[src/design/cpuop_pkg.sv]
// package: opcodes, field layout, widths and packed carriers for the call/unary-op core
`default_nettype none
package cpuop_pkg;
	localparam int unsigned INSN_W = 14;
	localparam int unsigned PC_W = 13;
	localparam int unsigned DATA_W = 8;
	localparam int unsigned FADDR_W = 7;
	localparam int unsigned TGT_W = 11;
	localparam int unsigned LATCH_W = 8;
	localparam int unsigned PAGE_HI = 4;
	localparam int unsigned PAGE_LO = 3;
	localparam int unsigned DEST_BIT = 7;

	// opcode decode: upper bits of the 14-bit instruction word
	localparam logic [2:0] CALL_OPC = 3'h4;
	localparam logic [5:0] COMPLEMENT_FILE_OPC = 6'h09;
	localparam logic [5:0] DECREMENT_FILE_OPC = 6'h03;
	localparam logic [5:0] DEC_SKIP_ZERO_OPC = 6'h0B;
	localparam logic [5:0] INC_SKIP_ZERO_OPC = 6'h0F;
	localparam logic [6:0] CLEAR_FILE_OPC = 7'h03;
	localparam logic [6:0] CLEAR_WORKING_OPC = 7'h02;

	localparam logic [DATA_W-1:0] ZERO_BYTE = 8'h00;
	localparam logic [DATA_W-1:0] ONE_BYTE = 8'h01;
	localparam logic [PC_W-1:0] PC_STEP = 13'h0001;
	localparam logic [PC_W-1:0] PC_RESET = 13'h0000;

	typedef enum logic [2:0]
	{
		OP_NONE,
		OP_CALL,
		OP_COMPLEMENT,
		OP_CLEAR_FILE,
		OP_DECREMENT,
		OP_CLEAR_WORKING,
		OP_DEC_SKIP,
		OP_INC_SKIP
	} cpuop_kind_e;

	// decoded instruction fields
	typedef struct packed
	{
		cpuop_kind_e kind;
		logic dest_file;
		logic [FADDR_W-1:0] faddr;
		logic [TGT_W-1:0] target;
	} cpuop_dec_s;

	// file register write request
	typedef struct packed
	{
		logic en;
		logic [FADDR_W-1:0] addr;
		logic [DATA_W-1:0] data;
	} cpuop_fwr_s;

	// stack push request
	typedef struct packed
	{
		logic en;
		logic [PC_W-1:0] addr;
	} cpuop_push_s;
endpackage : cpuop_pkg
`default_nettype wire

[src/design/cpuop_decode.sv]
// instruction word decoder for the call and unary file-register operations
`default_nettype none
module cpuop_decode
(
	// instruction word
	input wire logic [cpuop_pkg::INSN_W-1:0] insn_i,
	// decoded fields
	output cpuop_pkg::cpuop_dec_s dec_o
);
	always_comb
	begin
		dec_o.kind = cpuop_pkg::OP_NONE;
		dec_o.dest_file = insn_i[cpuop_pkg::DEST_BIT];
		dec_o.faddr = insn_i[cpuop_pkg::FADDR_W-1:0];
		dec_o.target = insn_i[cpuop_pkg::TGT_W-1:0];
		if (insn_i[cpuop_pkg::INSN_W-1:cpuop_pkg::TGT_W] == cpuop_pkg::CALL_OPC)
			dec_o.kind = cpuop_pkg::OP_CALL;
		else if (insn_i[cpuop_pkg::INSN_W-1:cpuop_pkg::DEST_BIT] == cpuop_pkg::CLEAR_FILE_OPC)
			dec_o.kind = cpuop_pkg::OP_CLEAR_FILE;
		else if (insn_i[cpuop_pkg::INSN_W-1:cpuop_pkg::DEST_BIT]
			== cpuop_pkg::CLEAR_WORKING_OPC)
			dec_o.kind = cpuop_pkg::OP_CLEAR_WORKING;
		else
		begin
			case (insn_i[cpuop_pkg::INSN_W-1:cpuop_pkg::DEST_BIT+1])
				cpuop_pkg::COMPLEMENT_FILE_OPC: dec_o.kind = cpuop_pkg::OP_COMPLEMENT;
				cpuop_pkg::DECREMENT_FILE_OPC: dec_o.kind = cpuop_pkg::OP_DECREMENT;
				cpuop_pkg::DEC_SKIP_ZERO_OPC: dec_o.kind = cpuop_pkg::OP_DEC_SKIP;
				cpuop_pkg::INC_SKIP_ZERO_OPC: dec_o.kind = cpuop_pkg::OP_INC_SKIP;
				default: dec_o.kind = cpuop_pkg::OP_NONE;
			endcase
		end
	end
endmodule // cpuop_decode
`default_nettype wire

[src/design/cpuop_core.sv]
// execution core for subroutine call and unary file-register operations
// Function
// - a call first pushes program_counter plus one onto the stack top.
// - a call loads its 11-bit target into program_counter bits 10 to 0.
// - a call fills program_counter bits 12 and 11 from page_latch_register bits 4 and 3.
// - a call takes two instruction cycles and leaves every status flag unchanged.
// - complement inverts the file value, routes it by the destination bit and updates zero.
// - clear-file writes 00h to the file register and sets zero.
// - decrement subtracts one, routes the result by the destination bit and updates zero.
// - clear-working loads 00h into the working register and sets zero.
// - decrement-and-skip subtracts one, routes by destination, flags untouched.
// - a zero decrement-and-skip result turns the next instruction into a no_operation.
// - increment-and-skip adds one, routes by destination, flags untouched.
// - a zero increment-and-skip result turns the next instruction into a no_operation.
`default_nettype none
module cpuop_core
(
	// clock, reset, enable
	input wire logic clk_sys_i,
	input wire logic rst_b_i,
	input wire logic ce_i,
	// program memory
	output logic [cpuop_pkg::PC_W-1:0] program_counter_o,
	input wire logic [cpuop_pkg::INSN_W-1:0] insn_i,
	// page latch register value
	input wire logic [cpuop_pkg::LATCH_W-1:0] page_latch_register_i,
	// hardware stack
	output cpuop_pkg::cpuop_push_s push_o,
	// data register file
	output logic [cpuop_pkg::FADDR_W-1:0] file_raddr_o,
	input wire logic [cpuop_pkg::DATA_W-1:0] file_rdata_i,
	output cpuop_pkg::cpuop_fwr_s file_wr_o,
	// core state
	output logic [cpuop_pkg::DATA_W-1:0] working_o,
	output logic zero_flag_o,
	output logic busy_o
);
	typedef enum logic [1:0]
	{
		ST_EXEC,
		ST_CALL2,
		ST_SKIP
	} cpuop_state_e;

	cpuop_pkg::cpuop_dec_s dec;
	cpuop_state_e state_r;
	cpuop_state_e state_nxt;
	logic [cpuop_pkg::PC_W-1:0] pc_r;
	logic [cpuop_pkg::PC_W-1:0] pc_nxt;
	logic [cpuop_pkg::DATA_W-1:0] w_r;
	logic [cpuop_pkg::DATA_W-1:0] w_nxt;
	logic z_r;
	logic z_nxt;
	cpuop_pkg::cpuop_fwr_s fwr_r;
	cpuop_pkg::cpuop_fwr_s fwr_nxt;
	cpuop_pkg::cpuop_push_s push_r;
	cpuop_pkg::cpuop_push_s push_nxt;
	logic [cpuop_pkg::DATA_W-1:0] result;
	logic [cpuop_pkg::PC_W-1:0] pc_inc;

	cpuop_decode u_decode
	(
		.insn_i(insn_i),
		.dec_o(dec)
	);

	// helper decode of the word on insn_i and of state_r
	logic exec_now;
	logic routed_op;
	logic skip_op;
	logic skip_taken;

	assign pc_inc = pc_r + cpuop_pkg::PC_STEP;

	// a flush cycle (second call cycle or skipped word) executes nothing
	assign exec_now = (state_r == ST_EXEC);

	// operations whose result goes to W or back to the file by the destination bit
	assign routed_op = (dec.kind == cpuop_pkg::OP_COMPLEMENT) ||
		(dec.kind == cpuop_pkg::OP_DECREMENT) ||
		(dec.kind == cpuop_pkg::OP_DEC_SKIP) ||
		(dec.kind == cpuop_pkg::OP_INC_SKIP);

	assign skip_op = (dec.kind == cpuop_pkg::OP_DEC_SKIP) ||
		(dec.kind == cpuop_pkg::OP_INC_SKIP);

	// the skip decision uses the very result that is written back
	assign skip_taken = skip_op && (result == cpuop_pkg::ZERO_BYTE);

	// unary arithmetic, shared by the routed operations
	always_comb
	begin
		result = cpuop_pkg::ZERO_BYTE;
		case (dec.kind)
			cpuop_pkg::OP_COMPLEMENT:
			begin
				result = ~file_rdata_i;
			end
			cpuop_pkg::OP_DECREMENT:
			begin
				result = file_rdata_i - cpuop_pkg::ONE_BYTE;
			end
			cpuop_pkg::OP_DEC_SKIP:
			begin
				result = file_rdata_i - cpuop_pkg::ONE_BYTE;
			end
			cpuop_pkg::OP_INC_SKIP:
			begin
				result = file_rdata_i + cpuop_pkg::ONE_BYTE;
			end
			default:
			begin
				result = cpuop_pkg::ZERO_BYTE;
			end
		endcase
	end

	// sequencing: state and program_counter
	always_comb
	begin
		state_nxt = state_r;
		pc_nxt = pc_r;
		case (state_r)
			ST_EXEC:
			begin
				pc_nxt = pc_inc;
				if (dec.kind == cpuop_pkg::OP_CALL)
				begin
					pc_nxt = {page_latch_register_i[cpuop_pkg::PAGE_HI:cpuop_pkg::PAGE_LO],
						dec.target};
					state_nxt = ST_CALL2;
				end
				else if (skip_taken)
				begin
					state_nxt = ST_SKIP;
				end
			end
			ST_CALL2:
			begin
				// the word shown now is the target itself: discard it here but hold
				// the counter, so that it is fetched again and executed next cycle
				pc_nxt = pc_r;
				state_nxt = ST_EXEC;
			end
			ST_SKIP:
			begin
				// the word here is executed as a no_operation
				pc_nxt = pc_inc;
				state_nxt = ST_EXEC;
			end
			default:
			begin
				state_nxt = ST_EXEC;
			end
		endcase
	end

	always_ff @(posedge clk_sys_i or negedge rst_b_i)
	begin
		if (!rst_b_i)
		begin
			state_r <= ST_EXEC;
			pc_r <= cpuop_pkg::PC_RESET;
		end
		else if (ce_i)
		begin
			state_r <= state_nxt;
			pc_r <= pc_nxt;
		end
	end

	// working register and zero flag
	// call and both skip operations fall to the default and leave the flag alone
	always_comb
	begin
		w_nxt = w_r;
		z_nxt = z_r;
		if (exec_now)
		begin
			case (dec.kind)
				cpuop_pkg::OP_COMPLEMENT:
				begin
					z_nxt = (result == cpuop_pkg::ZERO_BYTE);
				end
				cpuop_pkg::OP_DECREMENT:
				begin
					z_nxt = (result == cpuop_pkg::ZERO_BYTE);
				end
				cpuop_pkg::OP_CLEAR_FILE:
				begin
					z_nxt = 1'b1;
				end
				cpuop_pkg::OP_CLEAR_WORKING:
				begin
					w_nxt = cpuop_pkg::ZERO_BYTE;
					z_nxt = 1'b1;
				end
				default:
				begin
					z_nxt = z_r;
				end
			endcase
			if (routed_op && !dec.dest_file)
			begin
				w_nxt = result;
			end
		end
	end

	always_ff @(posedge clk_sys_i or negedge rst_b_i)
	begin
		if (!rst_b_i)
		begin
			w_r <= cpuop_pkg::ZERO_BYTE;
			z_r <= 1'b0;
		end
		else if (ce_i)
		begin
			w_r <= w_nxt;
			z_r <= z_nxt;
		end
	end

	// file register write request, registered one cycle after execute
	// while ce_i is low the strobe is held with the same address and data,
	// so the file sees the same value again and nothing changes
	always_comb
	begin
		fwr_nxt = '0;
		if (exec_now && dec.kind == cpuop_pkg::OP_CLEAR_FILE)
		begin
			fwr_nxt.en = 1'b1;
			fwr_nxt.addr = dec.faddr;
			fwr_nxt.data = cpuop_pkg::ZERO_BYTE;
		end
		else if (exec_now && routed_op && dec.dest_file)
		begin
			fwr_nxt.en = 1'b1;
			fwr_nxt.addr = dec.faddr;
			fwr_nxt.data = result;
		end
	end

	always_ff @(posedge clk_sys_i or negedge rst_b_i)
	begin
		if (!rst_b_i)
		begin
			fwr_r <= '0;
		end
		else if (ce_i)
		begin
			fwr_r <= fwr_nxt;
		end
	end

	// stack push: the return address is the word after the call
	// the stack itself lies outside; only the request is made here
	always_comb
	begin
		push_nxt = '0;
		if (exec_now && dec.kind == cpuop_pkg::OP_CALL)
		begin
			push_nxt.en = 1'b1;
			push_nxt.addr = pc_inc;
		end
	end

	always_ff @(posedge clk_sys_i or negedge rst_b_i)
	begin
		if (!rst_b_i)
		begin
			push_r <= '0;
		end
		else if (ce_i)
		begin
			push_r <= push_nxt;
		end
	end

	// file read address is combinational from the current word so the
	// operand is available within the same instruction cycle
	assign file_raddr_o = dec.faddr;
	assign program_counter_o = pc_r;
	assign working_o = w_r;
	assign zero_flag_o = z_r;
	assign file_wr_o = fwr_r;
	assign push_o = push_r;
	// busy marks the cycle whose word is thrown away
	assign busy_o = (state_r != ST_EXEC);
endmodule // cpuop_core
`default_nettype wire

[config.mk]
export PLATFORM = sky130hd
export DESIGN_NAME = cpuop_core
export DESIGN_NICKNAME = d
export VERILOG_FILES = /design/src/design/cpuop_pkg.sv /design/src/design/cpuop_decode.sv /design/src/design/cpuop_core.sv
export SDC_FILE = /design/constraint.sdc
export NUM_CORES = 1
export LEC_CHECK = 0
export ABC_CLOCK_PERIOD_IN_PS = 2750
export BUFFER_PORTS_ARGS = -buffer_cell sky130_fd_sc_hd__buf_2
export CORE_ASPECT_RATIO = 0.9
export CORE_MARGIN = 3
export CORE_UTILIZATION = 30
export DETAILED_ROUTE_END_ITERATION = 6
export HOLD_SLACK_MARGIN = 0.02
export PLACE_DENSITY = 0.62
export SKIP_CTS_REPAIR_TIMING = 1
export SLEW_MARGIN = 15
export SYNTH_ARGS = -nofsm -noshare
export SYNTH_HDL_FRONTEND = slang
export SYNTH_HIERARCHICAL = 1
export SYNTH_SLANG_ARGS = --single-unit
[constraint.sdc]
create_clock -name clk_sys_i -period 2.75 [get_ports clk_sys_i]
set_input_delay 0.4125 -clock clk_sys_i [delete_from_list [all_inputs] [get_ports clk_sys_i]]
set_output_delay 0.4125 -clock clk_sys_i [all_outputs]
set_load 0.02 [all_outputs]
## After elaboration in Yosys (flattened, before gate mapping)

Index checks and enable logic that the tools add are counted.

| operators by class | value |
|---|---|
| $add $sub $neg | 3 |
| eq/ne operators | 16 |
| muxes and demuxes | 16 |
| bitwise logic cells | 1 |
| reduce and logical (&&, ||, !) cells | 24 |

Operator list:

| kind | count |
|---|---|
| $mux 16 | 2 |
| $pmux 13 s2 | 1 |
| $pmux 8 s3 | 1 |
| $eq 6x4->1 const B | 3 |
| $mux 8 | 2 |
| $eq 3x3->1 const B | 5 |
| $eq 7x2->1 const B | 2 |
| $mux 14 | 1 |
| $add 13x1->13 const B | 1 |
| $mux 13 | 1 |
| $pmux 3 s4 | 1 |
| $mux 3 | 3 |
| $add 8x1->8 const B | 1 |
| $logic_not 8->1 | 1 |
| $not 8->8 | 1 |
| $reduce_bool 2->1 | 4 |
| $sub 8x1->8 const B | 1 |
| $eq 3x2->1 const B | 2 |
| $eq 6x2->1 const B | 1 |
| $logic_and 1x1->1 | 6 |
| $mux 2 | 3 |
| $reduce_and 3->1 | 2 |
| $reduce_or 2->1 | 3 |
| $logic_or 1x1->1 | 4 |
| 7 further kinds | 8 |

| storage, ports and cells | value |
|---|---|
| register bits after elaboration | 54 |
| input bits | 33 |

## Logic depth before layout (Yosys ltp)

Gate-level depths: netlist (run 1).

| depth | value |
|---|---|
| word-level depth | 13 |
| gate-level depth with buffers | 13 |

## By module

Netlist (run 1), hierarchy kept.

Modules (own cells, without submodules):

| module | instances | cells each | area an instance (sq um) | seq. area each (sq um) |
|---|---|---|---|---|
| cpuop_core | 1 | 308 | 2929.1 | 1351.3 |
| cpuop_decode | 1 | 32 | 227.7 | 0.0 |

## Worst setup path after synthesis (run 1)

No wires, ideal clock.

| timing | value |
|---|---|
| path type | input -> register |
| start point | input insn_i[8] (netlist name) |
| end point | register state_r[1] |
| setup time | 95 ps |
| arrival time | 3205 ps |
| data required time | 2655 ps |
| slack | -551 ps |
| stages on the path | 13 |
| buffers on the path | 2 |
| path through | nor2b_2 -> nand2b_1 -> nor2_1 -> clkbuf_1 -> nand3_1 -> ha_1 -> buf_6 -> a211oi_2 -> nor2_1 -> or4_4 -> and2_4 -> a211o_1 -> o32ai_2 |

RTL lines:

| what | RTL line | source |
|---|---|---|
| start: declaration | cpuop_core.sv:24 | `input wire logic [cpuop_pkg::INSN_W-1:0] insn_i,` |
| end signal: assignment | cpuop_core.sv:167 | `state_r <= state_nxt;` |
| end: declaration | cpuop_core.sv:46 | `cpuop_state_e state_r;` |

==> results of run 1 <==
## registers in the layout (all words and copies together) (netlist names)
register and cells:
program_counter_o 13, state_r 2, zero_flag_o 1, working_o 8, file_wr_o 16, push_o 14
## path summary, 6_finish.rpt
check / start / slack [ns] / end
worst max-delay path: insn_i[8] / 0.03 / state_r[1]
worst min-delay path: rst_b_i / 0.25 / working_o[5]
worst max register to register: program_counter_o[0] / 0.68 / program_counter_o[10]
worst min register to register: working_o[7] / 0.48 / working_o[7]
max in group asynchronous: rst_b_i / 2.04 / push_o[3]
min in group clk_sys_i: insn_i[3] / 0.37 / file_wr_o[11]
## area by class of cell
class | instances | area, um^2
repair buffers | 123 | 741
well taps | 126 | 158
flip-flops and latches | 54 | 1350
inverters | 14 | 52.6
fillers | 1022 | 5780
multi-input cells | 238 | 1700
clock inverters | 3 | 48.8
clock buffers | 5 | 125
## logic make-up after synthesis
group                    after synthesis  synth area share (%)
XOR/XNOR                              14                  3.88
adder cells (fa/ha/maj)                8                  3.41
buffers and inverters                 48                  8.24
multiplexers                           3                 0.951
flip-flops                            54                  42.8
AO/OA/AOI/OAI                        115                  24.7
AND/OR/NAND/NOR                       98                  16.0
## routing by layer
| metal | part of all wire [%] | track usage, % | vias up |
|---|---|---|---|
| met5 | 0 | 0 | - |
| met4 | 1.9 | 4.66 | 0 |
| li1 | - | - | 1410 |
| met3 | 4.4 | 1.98 | 12 |
| met1 | 46 | 20.1 | 1404 |
| met2 | 47 | 23.2 | 74 |
## worst reg2reg max path, stage by stage (launching register included)
cell and delay, ns:
dfrtp_1 0.45, ha_1 0.30, and3_1 0.24, nand3_1 0.18
nor2_1 0.23, and3_1 0.22, a31oi_1 0.09, o22a_1 0.23
## cells in the final DEF (no fill, tap or decap), types with 2 or more instances in the layout
master and instances:
buf_2 82, dfrtp_1 54, buf_4 36, nand2_1 25, o21ai_0 24, a21oi_1 24
nor2_1 21, o2bb2ai_1 19, nand3_1 16, inv_1 14, xnor2_1 8, a22o_1 7
a31oi_1 6, xor2_1 6, nor2b_1 5, and3_1 5, a21oi_2 5, clkbuf_16 5
nand2b_1 4, nand4_1 4, ha_4 4, buf_6 4, o22a_1 3, a211oi_2 3
mux2i_1 3, o21ai_1 2, a211oi_1 2, a211o_1 2, o31ai_1 2, ha_1 2
## power groups by stage
stage          sequential, mW  combinational [mW]  clock (mW)
5_1_grt                  1.11               0.902       0.788
4_1_cts                  1.08               0.802       0.761
3_3_place_gp             1.09               0.781           0
6_report                 1.08               0.816       0.738
2_1_floorplan            1.19               0.412           0
3_5_place_dp             1.09               0.795           0
## per-stage QoR
stage          setup TNS, ns  instances  instance area [um^2]  hold slack [ns]
2_1_floorplan        -0.0761        340                  3220            0.117
3_3_place_gp           -1.32        550                  3830            0.460
3_5_place_dp           -1.82        550                  3830            0.467
4_1_cts               -0.292        558                  4010            0.274
5_1_grt               -0.332        563                  4170            0.301
6_report                   0        563                  4170            0.247
## synth_stat cells, types with 3 or more instances
cell type	instances	share of area (%)
a22o_1	7	1.9
and3_1	5	0.99
nand2_1	25	3.0
buf_4	19	4.5
xor2_1	6	1.7
ha_1	7	2.8
nand2b_1	5	0.99
o2bb2ai_1	20	5.5
a211oi_1	4	0.95
clkbuf_1	13	1.5
nand3_1	17	2.7
o21ai_0	25	4.0
dfrtp_1	54	43
xnor2_1	8	2.2
a21oi_1	30	4.8
nor2b_1	5	0.99
nor2_1	22	2.6
nand4_1	4	0.79
inv_1	14	1.7
o22a_1	3	0.83
a31oi_1	6	1.2
mux2i_1	3	0.95
==> impl_results.md, run 1 <==
- Fraction of layout cells with a size suffix above 1: 36.6%
- Final critical delay including setup and external delays: 2.72 ns
- Vert. Die Dim: 103 um
- I/O pin count: 93
- Worst reg-to-reg path cell count: 7
- Number of H-tree levels: 2
- Logic depth of the worst path, buffers included: 12
- Final weighted congestion in routability-driven placement: 0.831
- Count of antenna diodes in the layout: 0
- TritonCTS buffer count: 5
- Utilization after layout: 41.9%
- Clock Latency Late Sink: 0.29 ns
- Clock root cell: clkbuf_16
- Post-layout worst setup margin: 0.0335 ns
- Cells traversed along the worst timing path: buf_6, nor2b_4, nand2b_4, a211oi_4, nand3_4, ha_1, nand4_1, a21oi_2, or4_4, and2_4, a211o_1, o32ai_2
- Worst clock skew on the final layout: 0.0103 ns
- Worst IR Drop VDD: 0.337 mV
- Vias in the first global route: 2746
- Initial core utilization: 31.7%
- Synth Cell Area: 0.00316 mm^2
- Post-place setup slack: -0.440 ns
- Cell type group with the largest total delay on the critical path: simple AND/OR/NAND/NOR gates
- Maximum number of pins on one net before global-route repair: 55
- Clock tree from TritonCTS: built
- Sequential share of the synthesized area: 42.8%
- Unrepaired setup endpoints after global routing: true
- Horizontal die dimension: 114 um
- Number of I/O port buffers: 86
- Worst-path clk slew: 0.08 ns
- Count of TritonRoute iterations in the first routing pass: 5
- TritonCTS sink count: 54
- Total of warnings raised by yosys: 6
- Element type at the critical path start: input pin
- Max-Slew Margin vs Limit: 48.4%
- Area overhead of the layout relative to synthesis: 32.2%
- Arrival time at the worst endpoint: 2.92 ns
- Transition time of the tightest slew-check pin: 0.774 ns
- Count of buffering cells on the critical path with inverters included: 1
- Total count of max-transition violations in the final report: 0
- Initial antenna violation count: 0
- Via density per instance: 5.15
- Start-to-end type of the worst setup path: in2reg
- Routed via count: 2900
- Proportion of synthesized flip-flops having asynchronous set or reset: 100%
- Type of element capturing the critical path: flop
- Outcome: completed
- Drt first-iter violations: 165
- Sequential Power Share: 41.0%
- Remaining number of nets flagged by the antenna check after routing: 0
- Switching share of total power: 36.4%
- Switch Pwr: 958 uW
- Detail-routed net length per standard cell: 15.6 um
- Slowest stage cell, crit path: or4_4
- Largest stage delay on the critical path: 0.48 ns
- MaxCap Viol Count: 0
- Highest clock frequency the design can meet: 0.368 GHz
- Post-detailed-placement half-perimeter wirelength: 6460 um
- Number of flops mapped to enable cells by yosys: 0
- Hold Path Class: in2async
- Number of synthesized register bits: 54
- Gate Count Post-Synth: 340
- Endpoint required time on the critical path: 2.96 ns
- Total global routing track utilization: 14.4%
- Post-synth top flop: dfrtp_1
- Total global routing overflow: 0
- Row cnt: 34
- Detailed-route wire length: 8790 um
- Reported leakage power: 1.98 nW
- Maximum fanout count along the critical path: 7
- Full die area: 0.0118 mm^2
- Total chip power: 2.63 mW
- Number of nets in the layout: 477
- Post-route clock period utilization: 98.8%
- Internal Pwr Total: 1.67 mW
- Count of unresolved DRC violations after routing: 0
- Count of endpoints failing setup in the final report: 0
- Clock buffer depth: 2
- Cell variety after synth: 55
- PD cells: 631 mW/mm^2
- Synthesized Nets: 381
- Portion of total power attributed to combinational logic: 31.0%
- Mean Syn Cell Area: 9.28 um^2
- Portion of total power attributed to the clock network: 28.1%
- First-pass GRT wire length: 13800 um
- Final Hold Violating Endpoints: 0
- Core Region: 0.00995 mm^2
No activity file was read; power rests on OpenSTA's default activity.
==> run 2: changes to the inputs <==
--- a/config.mk
+++ b/config.mk
@@ -9,10 +9,10 @@
 export BUFFER_PORTS_ARGS = -buffer_cell sky130_fd_sc_hd__buf_2
 export CORE_ASPECT_RATIO = 0.9
 export CORE_MARGIN = 3
-export CORE_UTILIZATION = 30
+export CORE_UTILIZATION = 52
 export DETAILED_ROUTE_END_ITERATION = 6
 export HOLD_SLACK_MARGIN = 0.02
-export PLACE_DENSITY = 0.62
+export PLACE_DENSITY = 0.91
 export SKIP_CTS_REPAIR_TIMING = 1
 export SLEW_MARGIN = 15
 export SYNTH_ARGS = -nofsm -noshare
==> run 2 against run 1 <==
  * Utilization up 27 points
  * Register-to-register slack got worse by 0.04 ns
  * Via count grew 2.8%
  * Worst setup slack improved by 0.021 ns
  * Total power fell by 11%
  * Clock power decreased by 38%
  * Combinational power shrank 1%
  * Wire length shrank 7.0%
  * Non-clock buffer count up 2
  * Sequential power barely moved
  * Count of clock-buffer cells in the layout grew 1
  * Critical path depth up 1
  * Largest power group unchanged
==> impl_results.md, run 2 (synthesized netlist as in run 1, its figures left out) <==
- Outcome: completed
- PD cells: 588 mW/mm^2
- Post-route clock period utilization: 98.0%
- Number of nets in the layout: 479
- Via density per instance: 5.86
- Clock buffer depth: 2
- Transition time of the tightest slew-check pin: 0.909 ns
- Arrival time at the worst endpoint: 2.88 ns
- Area of combinational cells with multiple inputs: 0.00163 mm^2
- Row cnt: 26
- Number of H-tree levels: 2
- Count of endpoints failing setup in the final report: 0
- Initial core utilization: 54.5%
- Final critical delay including setup and external delays: 2.70 ns
- Reg-to-Reg End: program_counter_o[10]
- Utilization after layout: 68.9%
- Detailed-route wire length: 8170 um
- Clock tree from TritonCTS: built
- Total global routing track utilization: 23.4%
- Number of I/O port buffers: 86
- Hold Path Class: in2reg
- Unrepaired setup endpoints after global routing: true
- Maximum fanout count along the critical path: 7
- Count of TritonRoute iterations in the first routing pass: 4
- Drt first-iter violations: 205
- Max reg flops: 16
- Hold wc startpoint: insn_i[2]
- Hold WS: 0.362 ns
- End of the worst hold path: file_wr_o[10]
- Type of element capturing the critical path: flop
- Element type at the critical path start: input pin
- Clock root cell: clkbuf_8
- Routed via count: 2982
- Maximum number of pins on one net before global-route repair: 30
- Final weighted congestion in routability-driven placement: 0.833
- Initial antenna violation count: 0
- Detail-routed net length per standard cell: 16.1 um
- Commonest non-fill, non-tap cell in the layout: buf_2
- Max-Slew Margin vs Limit: 39.4%
- Total global routing overflow: 0
- Final Hold Violating Endpoints: 0
- TritonCTS buffer count: 5
- Count of unresolved DRC violations after routing: 0
- MaxCap Viol Count: 0
- First-pass GRT wire length: 13100 um
- Endpoint required time on the critical path: 2.94 ns
- Register Area: 0.00135 mm^2
- Vias in the first global route: 2828
- Worst-path clk slew: 0.09 ns
- Number of inserted filler cells in the final layout: 428
- Total chip power: 2.35 mW
- Horizontal die dimension: 88.1 um
- TritonCTS sink count: 54
- I/O pin count: 93
- Most used cells in the layout excluding fill and tap cells: buf_2, dfrtp_1, buf_4, a21oi_1
- Start-to-end type of the worst setup path: in2reg
- Critical R2R Launch: program_counter_o[0]
- Post-detailed-placement half-perimeter wirelength: 6150 um
- Full die area: 0.00704 mm^2
- Remaining number of nets flagged by the antenna check after routing: 0
- Highest clock frequency the design can meet: 0.371 GHz
- Vert. Die Dim: 79.9 um
- Worst reg-to-reg path cell count: 7
- Count of antenna diodes in the layout: 0
- Worst clock skew on the final layout: 0.0104 ns
- Flop2flop setup slack: 0.64 ns
- Total count of max-transition violations in the final report: 0
- Setup TNS after final layout: 0 ns
- Worst hold path cell count: 2
- Core Region: 0.00579 mm^2
- Fraction of layout cells with a size suffix above 1: 34.4%
- Worst IR Drop VDD: 0.223 mV
- Clock Latency Late Sink: 0.31 ns
- Reported leakage power: 1.95 nW
- Area overhead of the layout relative to synthesis: 26.4%
[run 2: cell type report]
| class | instances | area share (%) |
|---|---|---|
| clock inverter | 2 | 0.313 |
| clock buffer | 6 | 2.07 |
| multi-input combinational | 238 | 40.9 |
| tap | 70 | 2.19 |
| inverter | 14 | 1.32 |
| sequential | 54 | 33.9 |
| timing repair buffer | 125 | 19.3 |
[run 2: per-layer routing]
layer	vias up	global-route usage, %	share of wire, %
met1	1459	31.0	43
met4	0	8.01	2.0
li1	1419	-	-
met2	88	38.6	50
met3	16	3.92	4.1
met5	-	0	0
[run 2: worst max path at each step]
stage,startpoint,endpoint
after global placement,insn_i[9],working_o[7]
after detailed placement,insn_i[9],working_o[7]
after floorplan,insn_i[8],state_r[1]
after global routing,insn_i[8],zero_flag_o
final,insn_i[8],working_o[7]
after CTS,insn_i[9],working_o[7]
[run 2: through the flow]
stage	setup slack, ns	instances	instance area, um^2
floorplan	-0.0616	340	3220
global placement	-0.332	495	3770
detailed placement	-0.428	495	3770
CTS	-0.103	503	3860
global route	-0.0534	509	3990
finish	0.0543	509	3990
[run 2: where the power goes]
| part | leakage [nW] | switching (mW) | internal, mW | total (mW) |
|---|---|---|---|---|
| Clock | 0.0472 | 0.256 | 0.203 | 0.459 |
| Combinational | 1.19 | 0.476 | 0.330 | 0.806 |
| Sequential | 0.713 | 0.173 | 0.908 | 1.08 |
| Total | 1.95 | 0.905 | 1.44 | 2.35 |
[run 2: worst max-delay path, stage by stage]
cell and delay, ns:
buf_6 0.08, nor2b_4 0.17, nand2b_4 0.08, a211oi_4 0.28
nand3_4 0.19, ha_4 0.30, a21oi_2 0.15, a21oi_1 0.10
or4_4 0.48, and2_4 0.18, a211oi_2 0.25, buf_4 0.15
o21ai_0 0.06
